### src/common/sws_pkg.sv
// Purpose: Shared constants and types for the supervisor window watchdog.
// Assumes: 100 MHz system clock; all times are given in microseconds.
// Notes: Cycle counts are derived from the times; long counts are top parameters.
package sws_pkg;
  localparam int CLK_MHZ = 100;
  localparam int CW = 36;
  typedef logic [CW-1:0] sws_cnt_t;

  // Reset delay nominal times.
  localparam longint RST_OPEN_US = 200000;
  localparam longint RST_PULL_US = 10000;
  localparam longint RST_CAP_US = 10000;
  // Detection sequence and watchdog enable settling time.
  localparam longint DET_US = 381;
  localparam longint SETUP_US = 150;
  // Watchdog lower and upper bounds, timing pin open.
  localparam longint WDL_OPEN_00_US = 22500;
  localparam longint WDU_OPEN_00_US = 55000;
  localparam longint WDL_OPEN_01_US = 1850;
  localparam longint WDU_OPEN_01_US = 27500;
  localparam longint WDL_OPEN_11_US = 800000;
  localparam longint WDU_OPEN_11_US = 1600000;
  // Watchdog lower and upper bounds, timing pin pulled up.
  localparam longint WDL_PULL_00_US = 9000;
  localparam longint WDU_PULL_00_US = 109000;
  localparam longint WDL_PULL_01_US = 9000;
  localparam longint WDU_PULL_01_US = 195000;
  localparam longint WDL_PULL_11_US = 1850;
  localparam longint WDU_PULL_11_US = 11000;
  // Upper bound in capacitor mode; the lower bound follows from the ratio.
  localparam longint WDU_CAP_US = 55000;

  localparam longint RST_OPEN_CYC = RST_OPEN_US * CLK_MHZ;
  localparam longint RST_PULL_CYC = RST_PULL_US * CLK_MHZ;
  localparam longint RST_CAP_CYC = RST_CAP_US * CLK_MHZ;
  localparam longint DET_CYC = DET_US * CLK_MHZ;
  localparam longint SETUP_CYC = SETUP_US * CLK_MHZ;
  localparam longint WDL_OPEN_00_CYC = WDL_OPEN_00_US * CLK_MHZ;
  localparam longint WDU_OPEN_00_CYC = WDU_OPEN_00_US * CLK_MHZ;
  localparam longint WDL_OPEN_01_CYC = WDL_OPEN_01_US * CLK_MHZ;
  localparam longint WDU_OPEN_01_CYC = WDU_OPEN_01_US * CLK_MHZ;
  localparam longint WDL_OPEN_11_CYC = WDL_OPEN_11_US * CLK_MHZ;
  localparam longint WDU_OPEN_11_CYC = WDU_OPEN_11_US * CLK_MHZ;
  localparam longint WDL_PULL_00_CYC = WDL_PULL_00_US * CLK_MHZ;
  localparam longint WDU_PULL_00_CYC = WDU_PULL_00_US * CLK_MHZ;
  localparam longint WDL_PULL_01_CYC = WDL_PULL_01_US * CLK_MHZ;
  localparam longint WDU_PULL_01_CYC = WDU_PULL_01_US * CLK_MHZ;
  localparam longint WDL_PULL_11_CYC = WDL_PULL_11_US * CLK_MHZ;
  localparam longint WDU_PULL_11_CYC = WDU_PULL_11_US * CLK_MHZ;
  localparam longint WDU_CAP_CYC = WDU_CAP_US * CLK_MHZ;

  // Configuration pin classification codes.
  localparam logic [1:0] CFG_OPEN = 2'h0;
  localparam logic [1:0] CFG_PULL = 2'h1;
  localparam logic [1:0] CFG_CAP = 2'h2;
  // Window select as {select_0, select_1}.
  localparam logic [1:0] SEL_DIS = 2'h2;
  localparam logic [1:0] SEL_01 = 2'h1;
  localparam logic [1:0] SEL_11 = 2'h3;

  // Register byte offsets.
  localparam logic [7:0] ADDR_CTRL = 8'h00;
  localparam logic [7:0] ADDR_STATE = 8'h04;
  localparam logic [7:0] ADDR_STATUS = 8'h08;
  localparam logic [7:0] ADDR_MASK = 8'h0c;
  localparam int CTRL_FORCE = 0;
  localparam int EV_W = 4;
  localparam int EV_RESET = 0;
  localparam int EV_EARLY = 1;
  localparam int EV_LATE = 2;
  localparam int EV_DET = 3;
  localparam logic [EV_W-1:0] STATUS_RST = 4'h0;
  localparam logic [EV_W-1:0] MASK_RST = 4'h0;

  typedef struct packed {
    logic [7:0] addr;
    logic [31:0] wdata;
    logic wr;
    logic rd;
  } sws_bus_req_t;
endpackage : sws_pkg

### src/hdl/sws_cfg_detect.sv
// Purpose: Timed classification of a configuration pin.
// Assumes: The pad front end presents the pin class as a stable code.
// Notes: The code is latched at the end of the sequence; a new start restarts it.
`timescale 1ns/1ps
module sws_cfg_detect #(
  parameter sws_pkg::sws_cnt_t DET = sws_pkg::sws_cnt_t'(sws_pkg::DET_CYC)
) (
  input wire logic clk_sys,
  input wire logic rst,
  input wire logic start,
  input wire logic [1:0] pin_code,
  output logic [1:0] code,
  output logic done
);
  sws_pkg::sws_cnt_t cnt;

  always_ff @(posedge clk_sys) begin
    if (rst) begin
      cnt <= '0;
      done <= 1'b0;
      code <= sws_pkg::CFG_OPEN;
    end else if (start) begin
      cnt <= DET;
      done <= 1'b0;
    end else if (cnt == sws_pkg::sws_cnt_t'(1)) begin
      cnt <= '0;
      done <= 1'b1;
      code <= pin_code;
    end else if (cnt != '0) begin
      cnt <= cnt - sws_pkg::sws_cnt_t'(1);
    end
  end
endmodule : sws_cfg_detect

### src/hdl/sws_supervisor.sv
// Purpose: Supervisor reset sequencing and window watchdog.
// Assumes: Comparator and pin class inputs come from asynchronous analog pads.
// Notes: Open-drain outputs use an active-low enable; the pad supplies the pullup.
// Overview of operation
// Supply below lockout level keeps reset asserted regardless of sense input.
// While reset is asserted, fault output floats and kick edges are ignored.
// Sense outside valid window asserts reset; inside window releases it.
// Kick falling-edge interval outside lower/upper bounds pulls fault output low.
// Reset delay is 200 ms with pin open, 10 ms with pin pulled up.
// Each reset assertion starts a 381 us reset pin detection sequence.
// Capacitor mode discharges while reset asserted, then times the charge.
// Open or pulled-up timing pin uses factory bounds; capacitor uses its own.
// Open timing pin bounds: 22.5/55, 1.85/27.5, 800/1600 ms; 10 disables.
// Pulled-up bounds: 9/109, 9/195, 1.85/11 ms; selects 10 disable.
// Between lockout and minimum supply, reset still follows the sense input.
// First kick after release needs only beat the upper bound.
// Window timing changes wait for reset; enable and disable act at once.
// After enabling, kick edges are ignored for 150 us.
// Timing pin is re-detected each time sense enters the valid window.
// Capacitor mode times are parameters counted on the internal clock.
//
// Local design decisions: the register addresses and the plain strobed port.
`timescale 1ns/1ps
module sws_supervisor #(
  parameter sws_pkg::sws_cnt_t P_RST_OPEN = sws_pkg::sws_cnt_t'(sws_pkg::RST_OPEN_CYC),
  parameter sws_pkg::sws_cnt_t P_RST_PULL = sws_pkg::sws_cnt_t'(sws_pkg::RST_PULL_CYC),
  parameter sws_pkg::sws_cnt_t P_RST_CAP = sws_pkg::sws_cnt_t'(sws_pkg::RST_CAP_CYC),
  parameter sws_pkg::sws_cnt_t P_DET = sws_pkg::sws_cnt_t'(sws_pkg::DET_CYC),
  parameter sws_pkg::sws_cnt_t P_SETUP = sws_pkg::sws_cnt_t'(sws_pkg::SETUP_CYC),
  parameter sws_pkg::sws_cnt_t P_WDL_O00 = sws_pkg::sws_cnt_t'(sws_pkg::WDL_OPEN_00_CYC),
  parameter sws_pkg::sws_cnt_t P_WDU_O00 = sws_pkg::sws_cnt_t'(sws_pkg::WDU_OPEN_00_CYC),
  parameter sws_pkg::sws_cnt_t P_WDL_O01 = sws_pkg::sws_cnt_t'(sws_pkg::WDL_OPEN_01_CYC),
  parameter sws_pkg::sws_cnt_t P_WDU_O01 = sws_pkg::sws_cnt_t'(sws_pkg::WDU_OPEN_01_CYC),
  parameter sws_pkg::sws_cnt_t P_WDL_O11 = sws_pkg::sws_cnt_t'(sws_pkg::WDL_OPEN_11_CYC),
  parameter sws_pkg::sws_cnt_t P_WDU_O11 = sws_pkg::sws_cnt_t'(sws_pkg::WDU_OPEN_11_CYC),
  parameter sws_pkg::sws_cnt_t P_WDL_P00 = sws_pkg::sws_cnt_t'(sws_pkg::WDL_PULL_00_CYC),
  parameter sws_pkg::sws_cnt_t P_WDU_P00 = sws_pkg::sws_cnt_t'(sws_pkg::WDU_PULL_00_CYC),
  parameter sws_pkg::sws_cnt_t P_WDL_P01 = sws_pkg::sws_cnt_t'(sws_pkg::WDL_PULL_01_CYC),
  parameter sws_pkg::sws_cnt_t P_WDU_P01 = sws_pkg::sws_cnt_t'(sws_pkg::WDU_PULL_01_CYC),
  parameter sws_pkg::sws_cnt_t P_WDL_P11 = sws_pkg::sws_cnt_t'(sws_pkg::WDL_PULL_11_CYC),
  parameter sws_pkg::sws_cnt_t P_WDU_P11 = sws_pkg::sws_cnt_t'(sws_pkg::WDU_PULL_11_CYC),
  parameter sws_pkg::sws_cnt_t P_WDU_CAP = sws_pkg::sws_cnt_t'(sws_pkg::WDU_CAP_CYC)
) (
  input wire logic clk_sys,
  input wire logic rst,
  input wire sws_pkg::sws_bus_req_t bus,
  output logic [31:0] rd_data,
  input wire logic supply_below_lockout,
  input wire logic sense_below_window,
  input wire logic sense_above_window,
  input wire logic watchdog_kick_in,
  input wire logic window_select_0,
  input wire logic window_select_1,
  input wire logic [1:0] reset_delay_cfg_pin,
  input wire logic [1:0] watchdog_timing_cfg_pin,
  output logic reset_pin_out,
  output logic reset_pin_oe_n,
  output logic watchdog_fault_out,
  output logic watchdog_fault_out_oe_n,
  output logic reset_cap_discharge,
  output logic irq
);
  typedef enum {ST_HOLD, ST_DELAY, ST_RUN} sws_state_t;

  sws_state_t state, next_state;
  logic [9:0] pins_s;
  logic supply_s, under_s, over_s, kick_s;
  logic [1:0] sel_s, rpin_s, wpin_s, rcode, wcode, sel_lat;
  logic kick_prev, kick_fall, fault_cond, in_hold_q, hold_entry, win_entry;
  logic rdet_done, rdet_done_q, wdet_done, wd_live_en, wd_en_q, active;
  logic wd_first, early, late, ctrl_force;
  sws_pkg::sws_cnt_t dly_cnt, dly_cyc, settle_cnt, wd_cnt, lower, upper, fault_cnt;
  logic [sws_pkg::EV_W-1:0] status, mask, events, next_status;

  sws_sync3 #(.W(10)) u_sync (
    .clk_sys(clk_sys),
    .rst(rst),
    .d({supply_below_lockout, sense_below_window, sense_above_window, watchdog_kick_in,
        window_select_0, window_select_1, reset_delay_cfg_pin, watchdog_timing_cfg_pin}),
    .q(pins_s)
  );
  assign supply_s = pins_s[9];
  assign under_s = pins_s[8];
  assign over_s = pins_s[7];
  assign kick_s = pins_s[6];
  assign sel_s = pins_s[5:4];
  assign rpin_s = pins_s[3:2];
  assign wpin_s = pins_s[1:0];

  // Lockout, either window edge or a software request all count as a fault.
  assign fault_cond = supply_s | under_s | over_s | ctrl_force;
  assign hold_entry = (state == ST_HOLD) && !in_hold_q;
  assign win_entry = (state == ST_HOLD) && !fault_cond;

  sws_cfg_detect #(.DET(P_DET)) u_rdet (
    .clk_sys(clk_sys),
    .rst(rst),
    .start(hold_entry),
    .pin_code(rpin_s),
    .code(rcode),
    .done(rdet_done)
  );

  sws_cfg_detect #(.DET(P_DET)) u_wdet (
    .clk_sys(clk_sys),
    .rst(rst),
    .start(win_entry),
    .pin_code(wpin_s),
    .code(wcode),
    .done(wdet_done)
  );

  function automatic sws_pkg::sws_cnt_t rst_delay(input logic [1:0] c);
    case (c)
      sws_pkg::CFG_OPEN: rst_delay = P_RST_OPEN;
      sws_pkg::CFG_PULL: rst_delay = P_RST_PULL;
      default: rst_delay = P_RST_CAP;
    endcase
  endfunction : rst_delay

  function automatic sws_pkg::sws_cnt_t wd_upper(input logic [1:0] c, input logic [1:0] s);
    if (c == sws_pkg::CFG_OPEN) begin
      wd_upper = (s == sws_pkg::SEL_01) ? P_WDU_O01 :
                 (s == sws_pkg::SEL_11) ? P_WDU_O11 : P_WDU_O00;
    end else if (c == sws_pkg::CFG_PULL) begin
      wd_upper = (s == sws_pkg::SEL_01) ? P_WDU_P01 :
                 (s == sws_pkg::SEL_11) ? P_WDU_P11 : P_WDU_P00;
    end else begin
      wd_upper = P_WDU_CAP;
    end
  endfunction : wd_upper

  function automatic sws_pkg::sws_cnt_t wd_lower(input logic [1:0] c, input logic [1:0] s);
    if (c == sws_pkg::CFG_OPEN) begin
      wd_lower = (s == sws_pkg::SEL_01) ? P_WDL_O01 :
                 (s == sws_pkg::SEL_11) ? P_WDL_O11 : P_WDL_O00;
    end else if (c == sws_pkg::CFG_PULL) begin
      wd_lower = (s == sws_pkg::SEL_01) ? P_WDL_P01 :
                 (s == sws_pkg::SEL_11) ? P_WDL_P11 : P_WDL_P00;
    end else if (s == sws_pkg::SEL_01) begin
      wd_lower = P_WDU_CAP - (P_WDU_CAP >> 2);
    end else if (s == sws_pkg::SEL_11) begin
      wd_lower = P_WDU_CAP >> 1;
    end else begin
      wd_lower = P_WDU_CAP >> 3;
    end
  endfunction : wd_lower

  assign dly_cyc = rst_delay(rcode);
  assign upper = wd_upper(wcode, sel_lat);
  assign lower = wd_lower(wcode, sel_lat);

  always_comb begin
    next_state = state;
    case (state)
      ST_HOLD: begin
        if (!fault_cond) begin
          next_state = ST_DELAY;
        end
      end
      ST_DELAY: begin
        if (fault_cond) begin
          next_state = ST_HOLD;
        end else if (rdet_done && dly_cnt >= dly_cyc - sws_pkg::sws_cnt_t'(1)) begin
          next_state = ST_RUN;
        end
      end
      ST_RUN: begin
        if (fault_cond) begin
          next_state = ST_HOLD;
        end
      end
      default: next_state = ST_HOLD;
    endcase
  end

  always_ff @(posedge clk_sys) begin
    if (rst) begin
      state <= ST_HOLD;
      in_hold_q <= 1'b0;
      rdet_done_q <= 1'b0;
    end else begin
      state <= next_state;
      in_hold_q <= (state == ST_HOLD);
      rdet_done_q <= rdet_done;
    end
  end

  // The delay count waits for the pin class, so a short fault cannot time out early.
  always_ff @(posedge clk_sys) begin
    if (rst || state != ST_DELAY || !rdet_done) begin
      dly_cnt <= '0;
    end else begin
      dly_cnt <= dly_cnt + sws_pkg::sws_cnt_t'(1);
    end
  end

  always_ff @(posedge clk_sys) begin
    if (rst) begin
      reset_pin_out <= 1'b0;
      reset_pin_oe_n <= 1'b0;
      reset_cap_discharge <= 1'b0;
    end else begin
      reset_pin_out <= 1'b0;
      reset_pin_oe_n <= (next_state == ST_RUN);
      reset_cap_discharge <= (next_state == ST_HOLD) && (rcode == sws_pkg::CFG_CAP);
    end
  end

  // Window timing is latched only outside run; a disabled latch follows the pins so
  // that enabling picks up the present selection at once.
  assign wd_live_en = (sel_s != sws_pkg::SEL_DIS);
  always_ff @(posedge clk_sys) begin
    if (rst) begin
      sel_lat <= sws_pkg::SEL_DIS;
    end else if (state != ST_RUN || sel_lat == sws_pkg::SEL_DIS || !wd_live_en) begin
      sel_lat <= sel_s;
    end
  end

  always_ff @(posedge clk_sys) begin
    if (rst) begin
      wd_en_q <= 1'b0;
      settle_cnt <= '0;
    end else begin
      wd_en_q <= wd_live_en;
      if (!wd_live_en) begin
        settle_cnt <= '0;
      end else if (!wd_en_q) begin
        settle_cnt <= P_SETUP;
      end else if (settle_cnt != '0) begin
        settle_cnt <= settle_cnt - sws_pkg::sws_cnt_t'(1);
      end
    end
  end

  always_ff @(posedge clk_sys) begin
    if (rst) begin
      kick_prev <= 1'b0;
    end else begin
      kick_prev <= kick_s;
    end
  end
  assign kick_fall = kick_prev && !kick_s;
  assign active = (state == ST_RUN) && wd_live_en && (settle_cnt == '0) && wdet_done;
  assign early = active && kick_fall && !wd_first && (wd_cnt < lower);
  assign late = active && !kick_fall && (wd_cnt >= upper - sws_pkg::sws_cnt_t'(1));

  always_ff @(posedge clk_sys) begin
    if (rst || !active) begin
      wd_cnt <= '0;
      wd_first <= 1'b1;
    end else if (kick_fall) begin
      wd_cnt <= '0;
      wd_first <= 1'b0;
    end else if (late) begin
      wd_cnt <= '0;
      wd_first <= 1'b1;
    end else begin
      wd_cnt <= wd_cnt + sws_pkg::sws_cnt_t'(1);
    end
  end

  // A fault holds the output low for one reset delay; reset itself floats it.
  always_ff @(posedge clk_sys) begin
    if (rst || next_state != ST_RUN) begin
      fault_cnt <= '0;
      watchdog_fault_out_oe_n <= 1'b1;
    end else if (early || late) begin
      fault_cnt <= dly_cyc;
      watchdog_fault_out_oe_n <= 1'b0;
    end else if (fault_cnt > sws_pkg::sws_cnt_t'(1)) begin
      fault_cnt <= fault_cnt - sws_pkg::sws_cnt_t'(1);
    end else begin
      fault_cnt <= '0;
      watchdog_fault_out_oe_n <= 1'b1;
    end
  end

  always_ff @(posedge clk_sys) begin
    if (rst) begin
      watchdog_fault_out <= 1'b0;
    end else begin
      watchdog_fault_out <= 1'b0;
    end
  end

  // Register file: a new event wins over a same-cycle write-one clear.
  assign events = {rdet_done && !rdet_done_q, late, early, hold_entry};
  always_comb begin
    next_status = status;
    if (bus.wr && bus.addr == sws_pkg::ADDR_STATUS) begin
      next_status = status & ~bus.wdata[sws_pkg::EV_W-1:0];
    end
    next_status = next_status | events;
  end

  always_ff @(posedge clk_sys) begin
    if (rst) begin
      status <= sws_pkg::STATUS_RST;
      mask <= sws_pkg::MASK_RST;
      ctrl_force <= 1'b0;
      irq <= 1'b0;
    end else begin
      status <= next_status;
      if (bus.wr && bus.addr == sws_pkg::ADDR_MASK) begin
        mask <= bus.wdata[sws_pkg::EV_W-1:0];
      end
      if (bus.wr && bus.addr == sws_pkg::ADDR_CTRL) begin
        ctrl_force <= bus.wdata[sws_pkg::CTRL_FORCE];
      end
      irq <= |(next_status & mask);
    end
  end

  always_ff @(posedge clk_sys) begin
    if (rst || !bus.rd) begin
      rd_data <= 32'h0;
    end else begin
      case (bus.addr)
        sws_pkg::ADDR_CTRL: rd_data <= {31'h0, ctrl_force};
        sws_pkg::ADDR_STATE: rd_data <= {21'h0, sel_lat, wcode, rcode, wdet_done, rdet_done,
                                         active, ~watchdog_fault_out_oe_n, ~reset_pin_oe_n};
        sws_pkg::ADDR_STATUS: rd_data <= {28'h0, status};
        sws_pkg::ADDR_MASK: rd_data <= {28'h0, mask};
        default: rd_data <= 32'h0;
      endcase
    end
  end
endmodule : sws_supervisor

### src/hdl/sws_sync3.sv
// Purpose: Three-stage synchroniser for asynchronous pin levels.
// Assumes: Inputs are slow levels compared with the clock.
// Notes: A bit changes only once the second and third stages agree.
`timescale 1ns/1ps
module sws_sync3 #(
  parameter int W = 1
) (
  input wire logic clk_sys,
  input wire logic rst,
  input wire logic [W-1:0] d,
  output logic [W-1:0] q
);
  logic [W-1:0] ff1;
  logic [W-1:0] ff2;
  logic [W-1:0] ff3;

  always_ff @(posedge clk_sys) begin
    if (rst) begin
      ff1 <= '0;
      ff2 <= '0;
      ff3 <= '0;
      q <= '0;
    end else begin
      ff1 <= d;
      ff2 <= ff1;
      ff3 <= ff2;
      q <= (ff3 & ~(ff2 ^ ff3)) | (q & (ff2 ^ ff3));
    end
  end
endmodule : sws_sync3

### config.mk
export PLATFORM = sky130hd
export DESIGN_NAME = sws_supervisor
export DESIGN_NICKNAME = d
export VERILOG_FILES = /design/src/common/sws_pkg.sv /design/src/hdl/sws_cfg_detect.sv /design/src/hdl/sws_supervisor.sv /design/src/hdl/sws_sync3.sv
export SDC_FILE = /design/constraint.sdc
export NUM_CORES = 1
export LEC_CHECK = 0
export BUFFER_PORTS_ARGS = -buffer_cell sky130_fd_sc_hd__buf_2
export CAP_MARGIN = 20
export CORE_ASPECT_RATIO = 1.25
export CORE_MARGIN = 2
export CORE_UTILIZATION = 39
export CTS_BUF_LIST = sky130_fd_sc_hd__clkbuf_16
export DETAILED_ROUTE_END_ITERATION = 8
export SYNTH_ARGS = -nofsm -noshare
export SYNTH_HDL_FRONTEND = slang
export SYNTH_SLANG_ARGS = --single-unit
### constraint.sdc
create_clock -name clk_sys -period 7.1 [get_ports clk_sys]
set_input_delay 1.42 -clock clk_sys [delete_from_list [all_inputs] [get_ports clk_sys]]
set_output_delay 1.42 -clock clk_sys [all_outputs]
set_load 0.05 [all_outputs]
==> impl_metrics.xml, run 1 <==
<?xml version="1.0" encoding="UTF-8"?>
<metrics>
  <group name="die">
    <metric name="chipHeight" unit="um">222</metric>
    <metric name="floorplan.initialDensity" unit="%">39.8</metric>
    <metric name="coreArea" unit="um^2">37400</metric>
    <metric name="rows" unit="">79</metric>
    <metric name="die-area" unit="um^2">39700</metric>
    <metric name="ioPinCount" unit="">92</metric>
    <metric name="fp.dieW" unit="um">179</metric>
  </group>
  <group name="sta">
    <metric name="worstMarginPinSlew" unit="ns">1.06</metric>
    <metric name="final_period_minus_worst_setup_slack" unit="ns">4.34</metric>
    <metric name="relSlewSlack" unit="%">28.0</metric>
    <metric name="finalHoldViolCount" unit="">0</metric>
    <metric name="worst_hold_slack" unit="ns">0.434</metric>
    <metric name="setup-tns-final" unit="ns">0</metric>
    <metric name="setup_violations_final" unit="">0</metric>
    <metric name="final.setup_skew" unit="ns">0.0284</metric>
    <metric name="grt_setup_unrepaired" unit="">false</metric>
    <metric name="final_min_period_over_clock_period" unit="%">61.1</metric>
    <metric name="slew_violations" unit="">0</metric>
    <metric name="max_frequency" unit="GHz">0.230</metric>
  </group>
  <group name="logic_synthesis">
    <metric name="synth-edff-count" unit="">0</metric>
    <metric name="netlist_instances" unit="">1692</metric>
    <metric name="synthFlopType" unit="">sky130_fd_sc_hd__dfxtp_1</metric>
    <metric name="library_cells_used_by_synthesis" unit="">59</metric>
    <metric name="synthArstFlopShare" unit="%">0</metric>
    <metric name="postSynthRegisterBits" unit="">325</metric>
    <metric name="yosysTopAreaCell" unit="">sky130_fd_sc_hd__dfxtp_1</metric>
    <metric name="leading_post_synthesis_cells_by_cell_area" unit="">sky130_fd_sc_hd__dfxtp_1 44%, sky130_fd_sc_hd__nor2_1 7.3%, sky130_fd_sc_hd__ha_1 6.4%</metric>
    <metric name="synth_area_per_cell" unit="um^2">8.78</metric>
    <metric name="seq_area_frac_synth" unit="%">43.8</metric>
    <metric name="synthesis.area" unit="um^2">14900</metric>
    <metric name="yosysWarnings" unit="">0</metric>
    <metric name="yosys.area.top_type_share" unit="%">43.8</metric>
    <metric name="top_cell_types_by_occurrence_after_synthesis" unit="">325 x sky130_fd_sc_hd__dfxtp_1, 288 x sky130_fd_sc_hd__nor2_1, 108 x sky130_fd_sc_hd__xnor2_1, 103 x sky130_fd_sc_hd__nand2_1, 84 x sky130_fd_sc_hd__xor2_1</metric>
    <metric name="yosys.cell_count.top_type" unit="">sky130_fd_sc_hd__dfxtp_1</metric>
  </group>
  <group name="clock_tree">
    <metric name="clk-insertion-delay-late" unit="ns">0.53</metric>
    <metric name="cts_resized" unit="">0</metric>
    <metric name="number_of_clock_buffers_inserted_by_tritoncts" unit="">36</metric>
    <metric name="cts_max_level" unit="">2</metric>
    <metric name="clk_root_buffer_cell" unit="">sky130_fd_sc_hd__clkbuf_16</metric>
    <metric name="clock_path_buffers" unit="">3</metric>
    <metric name="worst_setup_hold_path_clk_slew" unit="ns">0.06</metric>
    <metric name="cts_setup_buffers" unit="">0</metric>
    <metric name="cts_tree" unit="">built</metric>
    <metric name="cts_num_sinks" unit="">325</metric>
    <metric name="post_cts_hold_buffer_count" unit="">0</metric>
  </group>
  <group name="layout">
    <metric name="fillcell_total" unit="">3744</metric>
    <metric name="footprint_of_the_multi_input_gates" unit="um^2">8050</metric>
    <metric name="area_delta_synth_final" unit="%">11.8</metric>
    <metric name="finish.instance_area" unit="um^2">16600</metric>
    <metric name="nNetsFinal" unit="">1891</metric>
    <metric name="post_layout_nonfiller_instances" unit="">2268</metric>
    <metric name="seqCellArea" unit="um^2">6510</metric>
    <metric name="post_route_cells_drive_above_1_share" unit="%">6.18</metric>
  </group>
  <group name="global_route">
    <metric name="grt_remaining_overflow" unit="">0</metric>
    <metric name="grt_start_max_net_pins" unit="">49</metric>
    <metric name="first_global_vias" unit="">11121</metric>
    <metric name="total_global_route_track_usage" unit="%">16.0</metric>
    <metric name="antenna_found_initial" unit="">4</metric>
    <metric name="grt_first_pass_wirelength" unit="mm">52.8</metric>
  </group>
  <group name="setup_path">
    <metric name="timing.critical_path.required" unit="ns">7.49</metric>
    <metric name="worstPathCellList" unit="">inv_1 -&gt; nor2_1 -&gt; nand2_1 -&gt; ha_1 -&gt; xor2_1 -&gt; ha_1 -&gt; nand2_1 -&gt; nor4_1 -&gt; a221oi_1 -&gt; a21oi_1 -&gt; nor3_1 -&gt; o21bai_1 -&gt; a21o_1 -&gt; nor2_1</metric>
    <metric name="timing.critical_path.buf_inv" unit="">1</metric>
    <metric name="crit_type" unit="">reg2reg</metric>
    <metric name="crit-reg2reg-capture" unit="">fault_cnt[28]</metric>
    <metric name="critical_path.max_stage_delay" unit="ns">0.69</metric>
    <metric name="kind_of_end_point_of_the_critical_path" unit="">flip-flop</metric>
    <metric name="cp_data_arrival_time" unit="ns">4.73</metric>
    <metric name="timing.critical_path.from_type" unit="">flip-flop</metric>
    <metric name="worst-path-max-fanout" unit="">22</metric>
    <metric name="reg2regPathDepth" unit="">14</metric>
    <metric name="cpLargestDelayFamily" unit="">compound AO/OA/AOI/OAI gates</metric>
    <metric name="r2r-start" unit="">sel_lat[0]</metric>
    <metric name="reg_to_reg_slack_setup" unit="ns">2.76</metric>
    <metric name="slowest_stage" unit="">sky130_fd_sc_hd__dfxtp_1</metric>
  </group>
  <group name="hold_path">
    <metric name="min_path_type" unit="">reg2reg</metric>
    <metric name="hold-path-endpoint" unit="">u_sync.ff2[3]</metric>
    <metric name="number_of_cells_traversed_by_the_worst_hold_path" unit="">1</metric>
    <metric name="hold_path_startpoint" unit="">u_sync.ff1[3]</metric>
  </group>
  <group name="routing">
    <metric name="wire_per_inst" unit="um">13.7</metric>
    <metric name="dr.pass1.iters" unit="">7</metric>
    <metric name="aggregate_routed_wire_length" unit="mm">31.1</metric>
    <metric name="antenna_violating_nets_post_route" unit="">0</metric>
    <metric name="vias_per_cell" unit="">5.01</metric>
    <metric name="post-route-drc-count" unit="">0</metric>
    <metric name="vias" unit="">11368</metric>
    <metric name="count_of_routing_violations_after_the_opening_detailed_route_iteration" unit="">543</metric>
  </group>
  <group name="place">
    <metric name="numPortBuffers" unit="">40</metric>
    <metric name="placed_cell_area" unit="um^2">15500</metric>
    <metric name="detailed_placement_wirelength_estimate" unit="mm">22.3</metric>
    <metric name="gp_congestion" unit="">0.828</metric>
    <metric name="placed_cells" unit="">2209</metric>
  </group>
  <group name="power_and_ir_drop">
    <metric name="power_density" unit="nW/um^2">306</metric>
    <metric name="cellLeakagePower" unit="nW">6.61</metric>
    <metric name="power.ir.vdd_worst" unit="uV">265</metric>
  </group>
  <group name="status">
    <metric name="outcome" unit="">complete, no violations</metric>
  </group>
  <group name="job">
    <metric name="cap_violations" unit="">0</metric>
  </group>
</metrics>
area by class of cell:
class,instances,area share (%)
diodes,1,0.0151
clock buffers,38,5.73
well taps,486,3.66
multi-input cells,1319,48.5
inverters,35,0.791
repair buffers,44,1.39
flip-flops and latches,325,39.2
clock inverters,20,0.739
cell families (layout without fill, tap and decap cells):
family                     count (synthesis)  after routing  synth area share (%)
AOI/OAI and AO/OA                        185            185                  7.36
and+or+nand+nor                          787            787                  26.4
xor gates and xnor gates                 192            192                  11.3
adders and majority gates                 76             76                  6.40
other                                      2             64                0.0506
DFF                                      325            325                  43.8
buffers and inverters                    109            137                  3.55
muxes                                     16             16                  1.12
where the power goes:
part | internal, mW | leakage [nW] | switching (mW) | total (mW)
logic | 0.490 | 3.41 | 0.712 | 1.20
registers | 2.00 | 2.65 | 0.153 | 2.15
clock network | 0.995 | 0.552 | 0.728 | 1.72
worst max-delay path by stage:
stage | startpoint | cells after the start | endpoint
floorplan | bus[39] | 8 | irq
global placement | sel_lat[0] | 14 | fault_cnt[29]
detailed placement | sel_lat[0] | 14 | fault_cnt[4]
CTS | sel_lat[0] | 14 | fault_cnt[28]
global route | sel_lat[0] | 14 | fault_cnt[0]
finish | sel_lat[0] | 14 | fault_cnt[28]
through the flow:
stage	power, mW	setup slack (ns)	utilization [%]
2_1_floorplan	3.17	3.73	-
3_3_place_gp	3.37	2.76	41.6
3_5_place_dp	3.39	2.69	41.6
4_1_cts	5.14	2.67	44.4
5_1_grt	5.40	2.28	44.4
6_report	5.08	2.76	44.4
worst register-to-register path: stages, from the launching register on:
cell	delay, ns
sky130_fd_sc_hd__dfxtp_1	0.69
sky130_fd_sc_hd__inv_1	0.29
sky130_fd_sc_hd__nor2_1	0.29
sky130_fd_sc_hd__nand2_1	0.13
sky130_fd_sc_hd__ha_1	0.24
sky130_fd_sc_hd__xor2_1	0.17
sky130_fd_sc_hd__ha_1	0.29
sky130_fd_sc_hd__nand2_1	0.06
sky130_fd_sc_hd__nor4_1	0.49
sky130_fd_sc_hd__a221oi_1	0.16
sky130_fd_sc_hd__a21oi_1	0.21
sky130_fd_sc_hd__nor3_1	0.10
sky130_fd_sc_hd__o21bai_1	0.32
sky130_fd_sc_hd__a21o_1	0.66
sky130_fd_sc_hd__nor2_1	0.13
registers in the layout, summed over array words and instances (netlist names), 2 cells and up, named ones only:
register     cells
status           4
u_rdet.cnt      36
u_sync.ff2      10
sel_lat          2
dly_cnt         36
wd_cnt          36
u_wdet.code      2
fault_cnt       36
u_rdet.code      2
rd_data         11
u_sync.ff3      10
settle_cnt      36
state           32
u_wdet.cnt      36
mask             4
u_sync.ff1      10
routing by layer:
metal / global-route usage [%] / wire (um) / up-vias
met5: 0 / 41 / -
met1: 19.2 / 13700 / 5240
met3: 2.98 / 1230 / 60
met2: 28.3 / 15200 / 154
met4: 5.87 / 952 / 6
li1: - / - / 5908
cell usage in the layout, fill, tap and decap left out, types with 3 or more instances in the layout:
cell | Yosys | routed
sky130_fd_sc_hd__dfxtp_1 | 325 | 325
sky130_fd_sc_hd__nor2_1 | 288 | 288
sky130_fd_sc_hd__xnor2_1 | 108 | 108
sky130_fd_sc_hd__nand2_1 | 103 | 103
sky130_fd_sc_hd__xor2_1 | 84 | 84
sky130_fd_sc_hd__ha_1 | 76 | 76
sky130_fd_sc_hd__a21oi_1 | 74 | 74
sky130_fd_sc_hd__nor3_1 | 69 | 69
sky130_fd_sc_hd__conb_1 | 2 | 63
sky130_fd_sc_hd__nand3_1 | 60 | 60
sky130_fd_sc_hd__nor4_1 | 53 | 53
sky130_fd_sc_hd__o21ai_0 | 49 | 49
sky130_fd_sc_hd__nor2b_1 | 46 | 46
sky130_fd_sc_hd__inv_1 | 35 | 42
sky130_fd_sc_hd__buf_2 | 5 | 40
sky130_fd_sc_hd__clkbuf_16 | 0 | 38
sky130_fd_sc_hd__nand4_1 | 36 | 36
sky130_fd_sc_hd__or3_1 | 27 | 27
sky130_fd_sc_hd__nand2b_1 | 17 | 17
sky130_fd_sc_hd__o31ai_1 | 17 | 17
sky130_fd_sc_hd__and3_1 | 17 | 17
sky130_fd_sc_hd__or4_1 | 15 | 15
sky130_fd_sc_hd__and2_1 | 12 | 12
sky130_fd_sc_hd__mux2i_1 | 11 | 11
sky130_fd_sc_hd__a211oi_1 | 8 | 8
sky130_fd_sc_hd__nand3b_1 | 8 | 8
sky130_fd_sc_hd__a21o_1 | 7 | 7
sky130_fd_sc_hd__or2_2 | 6 | 6
sky130_fd_sc_hd__nor3b_1 | 6 | 6
sky130_fd_sc_hd__o21a_1 | 6 | 6
sky130_fd_sc_hd__and4_1 | 6 | 6
sky130_fd_sc_hd__clkinv_1 | 0 | 6
sky130_fd_sc_hd__a22oi_1 | 5 | 5
sky130_fd_sc_hd__nor4b_1 | 5 | 5
sky130_fd_sc_hd__mux2_2 | 5 | 5
sky130_fd_sc_hd__clkinv_2 | 0 | 4
sky130_fd_sc_hd__buf_4 | 24 | 4
sky130_fd_sc_hd__a31oi_1 | 3 | 3
sky130_fd_sc_hd__a21boi_0 | 3 | 3
No activity file was read; power rests on OpenSTA's default activity.
==> run 2, diff against run 1 <==
==> constraint.sdc (replaced) <==
create_clock -name clk_sys -period 3.84 [get_ports clk_sys]
set_input_delay 0.768 -clock clk_sys [delete_from_list [all_inputs] [get_ports clk_sys]]
set_output_delay 0.768 -clock clk_sys [all_outputs]
set_load 0.05 [all_outputs]
==> impl_metrics.xml, run 2 (synthesized netlist as in run 1, its figures left out) <==
<?xml version="1.0" encoding="UTF-8"?>
<metrics>
  <group name="clock_tree">
    <metric name="cts_max_level" unit="">2</metric>
    <metric name="cts_tree" unit="">built</metric>
    <metric name="worst_setup_hold_path_clk_slew" unit="ns">0.06</metric>
    <metric name="clk_root_buffer_cell" unit="">sky130_fd_sc_hd__clkbuf_16</metric>
    <metric name="number_of_clock_buffers_inserted_by_tritoncts" unit="">35</metric>
    <metric name="clock_path_buffers" unit="">3</metric>
    <metric name="cts_num_sinks" unit="">325</metric>
    <metric name="post_cts_hold_buffer_count" unit="">0</metric>
    <metric name="clk-insertion-delay-late" unit="ns">0.52</metric>
  </group>
  <group name="routing">
    <metric name="vias" unit="">11516</metric>
    <metric name="count_of_routing_violations_after_the_opening_detailed_route_iteration" unit="">495</metric>
    <metric name="vias_per_cell" unit="">5.03</metric>
    <metric name="antenna_violating_nets_post_route" unit="">0</metric>
    <metric name="dr.pass1.iters" unit="">5</metric>
    <metric name="wire_per_inst" unit="um">13.6</metric>
    <metric name="aggregate_routed_wire_length" unit="mm">31.1</metric>
    <metric name="post-route-drc-count" unit="">0</metric>
  </group>
  <group name="die">
    <metric name="ioPinCount" unit="">92</metric>
    <metric name="chipHeight" unit="um">222</metric>
    <metric name="rows" unit="">79</metric>
    <metric name="die-area" unit="um^2">39700</metric>
    <metric name="floorplan.initialDensity" unit="%">39.8</metric>
    <metric name="fp.dieW" unit="um">179</metric>
    <metric name="coreArea" unit="um^2">37400</metric>
  </group>
  <group name="global_route">
    <metric name="grt_remaining_overflow" unit="">0</metric>
    <metric name="antenna_found_initial" unit="">4</metric>
    <metric name="grt_first_pass_wirelength" unit="mm">53.0</metric>
    <metric name="first_global_vias" unit="">11206</metric>
    <metric name="grt_start_max_net_pins" unit="">56</metric>
    <metric name="total_global_route_track_usage" unit="%">16.0</metric>
  </group>
  <group name="sta">
    <metric name="setup-tns-final" unit="ns">0</metric>
    <metric name="grt_setup_unrepaired" unit="">false</metric>
    <metric name="slew_violations" unit="">0</metric>
    <metric name="setup_violations_final" unit="">0</metric>
    <metric name="worst_hold_slack" unit="ns">0.436</metric>
    <metric name="final.setup_skew" unit="ns">0.0176</metric>
    <metric name="worstMarginPinSlew" unit="ns">0.887</metric>
    <metric name="finalHoldViolCount" unit="">0</metric>
    <metric name="relSlewSlack" unit="%">40.8</metric>
    <metric name="max_frequency" unit="GHz">0.288</metric>
    <metric name="final_period_minus_worst_setup_slack" unit="ns">3.47</metric>
    <metric name="fin_ws" unit="ns">0.371</metric>
    <metric name="final_min_period_over_clock_period" unit="%">90.3</metric>
  </group>
  <group name="setup_path">
    <metric name="cpLargestDelayFamily" unit="">simple AND/OR/NAND/NOR gates</metric>
    <metric name="slowest_stage" unit="">sky130_fd_sc_hd__dfxtp_1</metric>
    <metric name="reg2regPathDepth" unit="">15</metric>
    <metric name="cp-endpoint" unit="">wd_cnt[23]</metric>
    <metric name="timing.critical_path.depth" unit="">15</metric>
    <metric name="r2r-start" unit="">sel_lat[0]</metric>
    <metric name="worstPathCellList" unit="">inv_1 -&gt; nor2_1 -&gt; nand2_1 -&gt; ha_1 -&gt; xor2_1 -&gt; ha_1 -&gt; nand2_1 -&gt; nor4_1 -&gt; a221oi_1 -&gt; a21oi_1 -&gt; nor3_2 -&gt; nor2_1 -&gt; or4_1 -&gt; buf_4 -&gt; nor2_1</metric>
    <metric name="crit-reg2reg-capture" unit="">wd_cnt[23]</metric>
    <metric name="timing.critical_path.required" unit="ns">4.22</metric>
    <metric name="critical-path-top-cell-by-count" unit="">sky130_fd_sc_hd__nor2_1</metric>
    <metric name="worst-path-max-fanout" unit="">36</metric>
    <metric name="cp_data_arrival_time" unit="ns">3.85</metric>
    <metric name="timing.critical_path.from_type" unit="">flip-flop</metric>
    <metric name="kind_of_end_point_of_the_critical_path" unit="">flip-flop</metric>
    <metric name="critical_path.max_stage_delay" unit="ns">0.43</metric>
    <metric name="reg_to_reg_slack_setup" unit="ns">0.37</metric>
    <metric name="timing.critical_path.buf_inv" unit="">2</metric>
    <metric name="crit_type" unit="">reg2reg</metric>
    <metric name="timing.critical_path.from" unit="">sel_lat[0]</metric>
  </group>
  <group name="place">
    <metric name="detailed_placement_wirelength_estimate" unit="mm">22.5</metric>
    <metric name="placed_cells" unit="">2227</metric>
    <metric name="gp_congestion" unit="">0.830</metric>
    <metric name="placed_cell_area" unit="um^2">15700</metric>
    <metric name="pre_cts_slack" unit="ns">0.257</metric>
    <metric name="numPortBuffers" unit="">40</metric>
  </group>
  <group name="power_and_ir_drop">
    <metric name="cellLeakagePower" unit="nW">6.74</metric>
    <metric name="power.ir.vdd_worst" unit="uV">359</metric>
    <metric name="power_density" unit="nW/um^2">567</metric>
    <metric name="finalPower" unit="mW">9.56</metric>
  </group>
  <group name="layout">
    <metric name="antennaDiodeCount" unit="">0</metric>
    <metric name="post_route_cells_drive_above_1_share" unit="%">7.65</metric>
    <metric name="area_delta_synth_final" unit="%">13.5</metric>
    <metric name="layout.cells.most_common_list" unit="">324 x sky130_fd_sc_hd__dfxtp_1, 288 x sky130_fd_sc_hd__nor2_1, 108 x sky130_fd_sc_hd__xnor2_1, 103 x sky130_fd_sc_hd__nand2_1, 84 x sky130_fd_sc_hd__xor2_1</metric>
    <metric name="layout.cells.most_common" unit="">sky130_fd_sc_hd__dfxtp_1</metric>
    <metric name="post_layout_nonfiller_instances" unit="">2291</metric>
    <metric name="finish.instance_area" unit="um^2">16900</metric>
    <metric name="nNetsFinal" unit="">1909</metric>
    <metric name="postLayoutCoreUtil" unit="%">45.1</metric>
  </group>
  <group name="job">
    <metric name="cap_violations" unit="">0</metric>
  </group>
  <group name="status">
    <metric name="outcome" unit="">complete, no violations</metric>
  </group>
  <group name="hold_path">
    <metric name="min_path_type" unit="">reg2reg</metric>
  </group>
</metrics>
==> run 2: power by group <==
| group | switching, mW | internal [mW] | leakage (nW) | total, mW |
|---|---|---|---|---|
| sequential | 0.282 | 3.69 | 2.65 | 3.98 |
| combinational | 1.31 | 0.917 | 3.52 | 2.22 |
| clock | 1.35 | 2.01 | 0.578 | 3.36 |
| total | 2.94 | 6.62 | 6.74 | 9.56 |
==> run 2: worst min-delay path by stage <==
stage | to | from | slack [ns] | depth (start not counted)
detailed placement | u_sync.ff2[0] | u_sync.ff1[0] | 0.43 | 1
finish | u_sync.ff2[7] | u_sync.ff1[7] | 0.44 | 1
floorplan | u_sync.ff2[0] | u_sync.ff1[0] | 0.41 | 1
global route | u_sync.ff2[7] | u_sync.ff1[7] | 0.45 | 1
CTS | u_sync.ff1[7] | sense_above_window | 0.44 | 2
global placement | u_sync.ff2[9] | u_sync.ff1[9] | 0.42 | 1
==> run 2: layer usage <==
| layer | track usage, % | part of all wire, % | up-vias |
|---|---|---|---|
| met4 | 5.51 | 2.9 | 6 |
| met1 | 19.1 | 44 | 5374 |
| met3 | 3.22 | 3.9 | 59 |
| met5 | 0 | 0.15 | - |
| li1 | - | - | 5933 |
| met2 | 28.2 | 49 | 144 |
==> run 2: layout make-up <==
cell class / count / area [um^2]
Fill cell: 3655 / 20500
Multi-Input combinational cell: 1319 / 8060
Sequential cell: 325 / 6510
Clock buffer: 37 / 926
Tap cell: 486 / 608
Timing Repair Buffer: 63 / 398
Clock inverter: 26 / 226
Inverter: 35 / 131
==> run 2: what timing repair did <==
item / CTS / global route
gates resized for setup: 0 / 3
buffers inserted: 0 / 1
endpoints found under the setup margin: 0 / 44
==> run 3, diff against run 2 <==
--- a/config.mk
+++ b/config.mk
@@ -8,7 +8,6 @@
 export BUFFER_PORTS_ARGS = -buffer_cell sky130_fd_sc_hd__buf_2
 export CAP_MARGIN = 20
 export CORE_ASPECT_RATIO = 1.25
-export CORE_MARGIN = 2
 export CORE_UTILIZATION = 39
 export CTS_BUF_LIST = sky130_fd_sc_hd__clkbuf_16
 export DETAILED_ROUTE_END_ITERATION = 8
==> constraint.sdc (replaced) <==
create_clock -name clk_sys -period 3.84 [get_ports clk_sys]
set_input_delay 0.192 -clock clk_sys [delete_from_list [all_inputs] [get_ports clk_sys]]
set_output_delay 0.192 -clock clk_sys [all_outputs]
set_load 0.05 [all_outputs]
==> impl_metrics.xml, run 3 (synthesized netlist as in run 1, its figures left out) <==
<?xml version="1.0" encoding="UTF-8"?>
<metrics>
  <group name="global_route">
    <metric name="grt_remaining_overflow" unit="">0</metric>
    <metric name="grt_first_pass_wirelength" unit="mm">52.8</metric>
    <metric name="first_global_vias" unit="">11087</metric>
    <metric name="antenna_found_initial" unit="">2</metric>
    <metric name="total_global_route_track_usage" unit="%">16.5</metric>
    <metric name="grt_start_max_net_pins" unit="">37</metric>
  </group>
  <group name="clock_tree">
    <metric name="number_of_clock_buffers_inserted_by_tritoncts" unit="">35</metric>
    <metric name="clk-insertion-delay-late" unit="ns">0.53</metric>
    <metric name="cts_resized" unit="">0</metric>
    <metric name="worst_setup_hold_path_clk_slew" unit="ns">0.06</metric>
    <metric name="clk_root_buffer_cell" unit="">sky130_fd_sc_hd__clkbuf_16</metric>
    <metric name="cts_tree" unit="">built</metric>
    <metric name="cts_max_level" unit="">2</metric>
    <metric name="cts_num_sinks" unit="">325</metric>
    <metric name="clock_path_buffers" unit="">3</metric>
  </group>
  <group name="hold_path">
    <metric name="hold-path-endpoint" unit="">rd_data[0]</metric>
    <metric name="hold_path_startpoint" unit="">bus[37]</metric>
    <metric name="min_path_type" unit="">in2reg</metric>
    <metric name="number_of_cells_traversed_by_the_worst_hold_path" unit="">3</metric>
  </group>
  <group name="layout">
    <metric name="finish.instance_area" unit="um^2">17100</metric>
    <metric name="area_delta_synth_final" unit="%">15.1</metric>
    <metric name="footprint_of_the_multi_input_gates" unit="um^2">8050</metric>
    <metric name="post_route_cells_drive_above_1_share" unit="%">7.58</metric>
    <metric name="post_layout_nonfiller_instances" unit="">2307</metric>
    <metric name="nNetsFinal" unit="">1924</metric>
    <metric name="seqCellArea" unit="um^2">6510</metric>
    <metric name="fillcell_total" unit="">3668</metric>
    <metric name="layout.cells.most_common_list" unit="">325 x sky130_fd_sc_hd__dfxtp_1, 288 x sky130_fd_sc_hd__nor2_1, 108 x sky130_fd_sc_hd__xnor2_1, 103 x sky130_fd_sc_hd__nand2_1, 84 x sky130_fd_sc_hd__xor2_1</metric>
    <metric name="layout.cells.most_common" unit="">sky130_fd_sc_hd__dfxtp_1</metric>
  </group>
  <group name="place">
    <metric name="numPortBuffers" unit="">40</metric>
    <metric name="detailed_placement_wirelength_estimate" unit="mm">22.4</metric>
    <metric name="placed_cells" unit="">2228</metric>
    <metric name="gp_congestion" unit="">0.846</metric>
    <metric name="placed_cell_area" unit="um^2">15700</metric>
  </group>
  <group name="sta">
    <metric name="slew_violations" unit="">0</metric>
    <metric name="relSlewSlack" unit="%">40.0</metric>
    <metric name="grt_setup_unrepaired" unit="">false</metric>
    <metric name="final_period_minus_worst_setup_slack" unit="ns">3.52</metric>
    <metric name="worst_hold_slack" unit="ns">0.0831</metric>
    <metric name="setup_violations_final" unit="">0</metric>
    <metric name="final.setup_skew" unit="ns">0.0228</metric>
    <metric name="setup-tns-final" unit="ns">0</metric>
    <metric name="finalHoldViolCount" unit="">0</metric>
    <metric name="final_min_period_over_clock_period" unit="%">91.6</metric>
    <metric name="max_frequency" unit="GHz">0.284</metric>
    <metric name="worstMarginPinSlew" unit="ns">0.898</metric>
  </group>
  <group name="setup_path">
    <metric name="kind_of_end_point_of_the_critical_path" unit="">flip-flop</metric>
    <metric name="worst-path-max-fanout" unit="">36</metric>
    <metric name="crit_type" unit="">reg2reg</metric>
    <metric name="cp_data_arrival_time" unit="ns">3.97</metric>
    <metric name="crit-reg2reg-capture" unit="">wd_cnt[14]</metric>
    <metric name="timing.critical_path.from_type" unit="">flip-flop</metric>
    <metric name="timing.critical_path.required" unit="ns">4.29</metric>
    <metric name="reg_to_reg_slack_setup" unit="ns">0.32</metric>
    <metric name="reg2regPathDepth" unit="">15</metric>
    <metric name="r2r-start" unit="">sel_lat[0]</metric>
  </group>
  <group name="power_and_ir_drop">
    <metric name="internal-power" unit="mW">6.93</metric>
    <metric name="cellLeakagePower" unit="nW">6.85</metric>
    <metric name="power.sequential.fraction" unit="%">40.1</metric>
    <metric name="power_density" unit="nW/um^2">580</metric>
    <metric name="sw_frac_of_total" unit="%">30.1</metric>
    <metric name="switching_power" unit="mW">2.99</metric>
    <metric name="comb_power_share" unit="%">22.7</metric>
    <metric name="power.ir.vdd_worst" unit="uV">338</metric>
    <metric name="clockPowerShare" unit="%">37.2</metric>
  </group>
  <group name="routing">
    <metric name="vias_per_cell" unit="">5.03</metric>
    <metric name="count_of_routing_violations_after_the_opening_detailed_route_iteration" unit="">513</metric>
    <metric name="wire_per_inst" unit="um">13.6</metric>
    <metric name="dr.pass1.iters" unit="">5</metric>
    <metric name="antenna_violating_nets_post_route" unit="">0</metric>
    <metric name="post-route-drc-count" unit="">0</metric>
    <metric name="aggregate_routed_wire_length" unit="mm">31.3</metric>
    <metric name="vias" unit="">11607</metric>
  </group>
  <group name="die">
    <metric name="floorplan.initialDensity" unit="%">39.8</metric>
    <metric name="rows" unit="">79</metric>
    <metric name="die-area" unit="um^2">38900</metric>
    <metric name="ioPinCount" unit="">92</metric>
    <metric name="fp.dieW" unit="um">177</metric>
    <metric name="coreArea" unit="um^2">37400</metric>
    <metric name="chipHeight" unit="um">220</metric>
  </group>
  <group name="status">
    <metric name="outcome" unit="">complete, no violations</metric>
  </group>
  <group name="job">
    <metric name="cap_violations" unit="">0</metric>
  </group>
</metrics>
-- run 3: critical path, stage by stage (launching register included) --
cell and delay [ns]:
sky130_fd_sc_hd__dfxtp_1 0.42, sky130_fd_sc_hd__inv_1 0.14, sky130_fd_sc_hd__nor2_1 0.23, sky130_fd_sc_hd__nand2_1 0.12
sky130_fd_sc_hd__ha_1 0.24, sky130_fd_sc_hd__xor2_1 0.17, sky130_fd_sc_hd__ha_1 0.29, sky130_fd_sc_hd__nand2_1 0.08
sky130_fd_sc_hd__o21a_1 0.13, sky130_fd_sc_hd__nor2_1 0.04, sky130_fd_sc_hd__o311a_1 0.28, sky130_fd_sc_hd__nor3_1 0.33
sky130_fd_sc_hd__nor2_1 0.15, sky130_fd_sc_hd__or4_1 0.41, sky130_fd_sc_hd__buf_4 0.27, sky130_fd_sc_hd__nor2_1 0.15
-- run 3: per-stage QoR --
stage | utilization (%) | total power [mW] | worst slack [ns]
6_report | 45.8 | 9.92 | 0.323
5_1_grt | 45.8 | 10.5 | 0.0143
4_1_cts | 45.7 | 10.0 | 0.283
3_5_place_dp | 42.0 | 6.28 | 0.322
3_3_place_gp | 42.0 | 6.23 | 0.407
2_1_floorplan | - | 5.86 | 0.699
-- run 3: power groups by stage --
stage | Sequential (mW) | Clock, mW | Combinational [mW]
4_1_cts | 3.97 | 3.80 | 2.27
5_1_grt | 4.03 | 3.93 | 2.57
3_5_place_dp | 4.04 | 0 | 2.24
6_report | 3.98 | 3.69 | 2.25
2_1_floorplan | 3.97 | 0 | 1.89
3_3_place_gp | 4.03 | 0 | 2.20
-- run 3: final cells by class --
class / count / area share (%)
inverters: 35 / 0.768
repair buffers: 78 / 3.12
flip-flops and latches: 325 / 38.1
well taps: 486 / 3.56
multi-input cells: 1319 / 47.1
clock buffers: 36 / 5.27
clock inverters: 27 / 2.15
diodes: 1 / 0.0146
-- run 3: routing by layer --
layer | wire [um] | vias up | GRT usage (%)
met5 | 13 | - | 0
met4 | 1000 | 2 | 6.75
met3 | 939 | 66 | 2.65
met2 | 15400 | 158 | 29.3
met1 | 13900 | 5419 | 19.6
li1 | - | 5962 | -
-- run 3: worst max-delay path by stage --
| stage | from | to | slack [ns] | cells after the start |
|---|---|---|---|---|
| after floorplan | u_wdet.code[0] | wd_cnt[17] | 0.70 | 15 |
| after global placement | u_wdet.code[0] | wd_cnt[18] | 0.41 | 14 |
| after detailed placement | u_wdet.code[0] | wd_cnt[16] | 0.32 | 14 |
| after CTS | u_wdet.code[0] | wd_cnt[14] | 0.28 | 14 |
| after global routing | u_wdet.code[0] | wd_cnt[32] | 0.01 | 14 |
| final | sel_lat[0] | wd_cnt[14] | 0.32 | 15 |
-- run 3: what timing repair did --
| item | in CTS | in global routing |
|---|---|---|
| setup buffers | 0 | 1 |
| hold endpoints to repair | 15 | 0 |
| endpoints found under the setup margin | 0 | 1 |
| hold buffers | 14 | 0 |
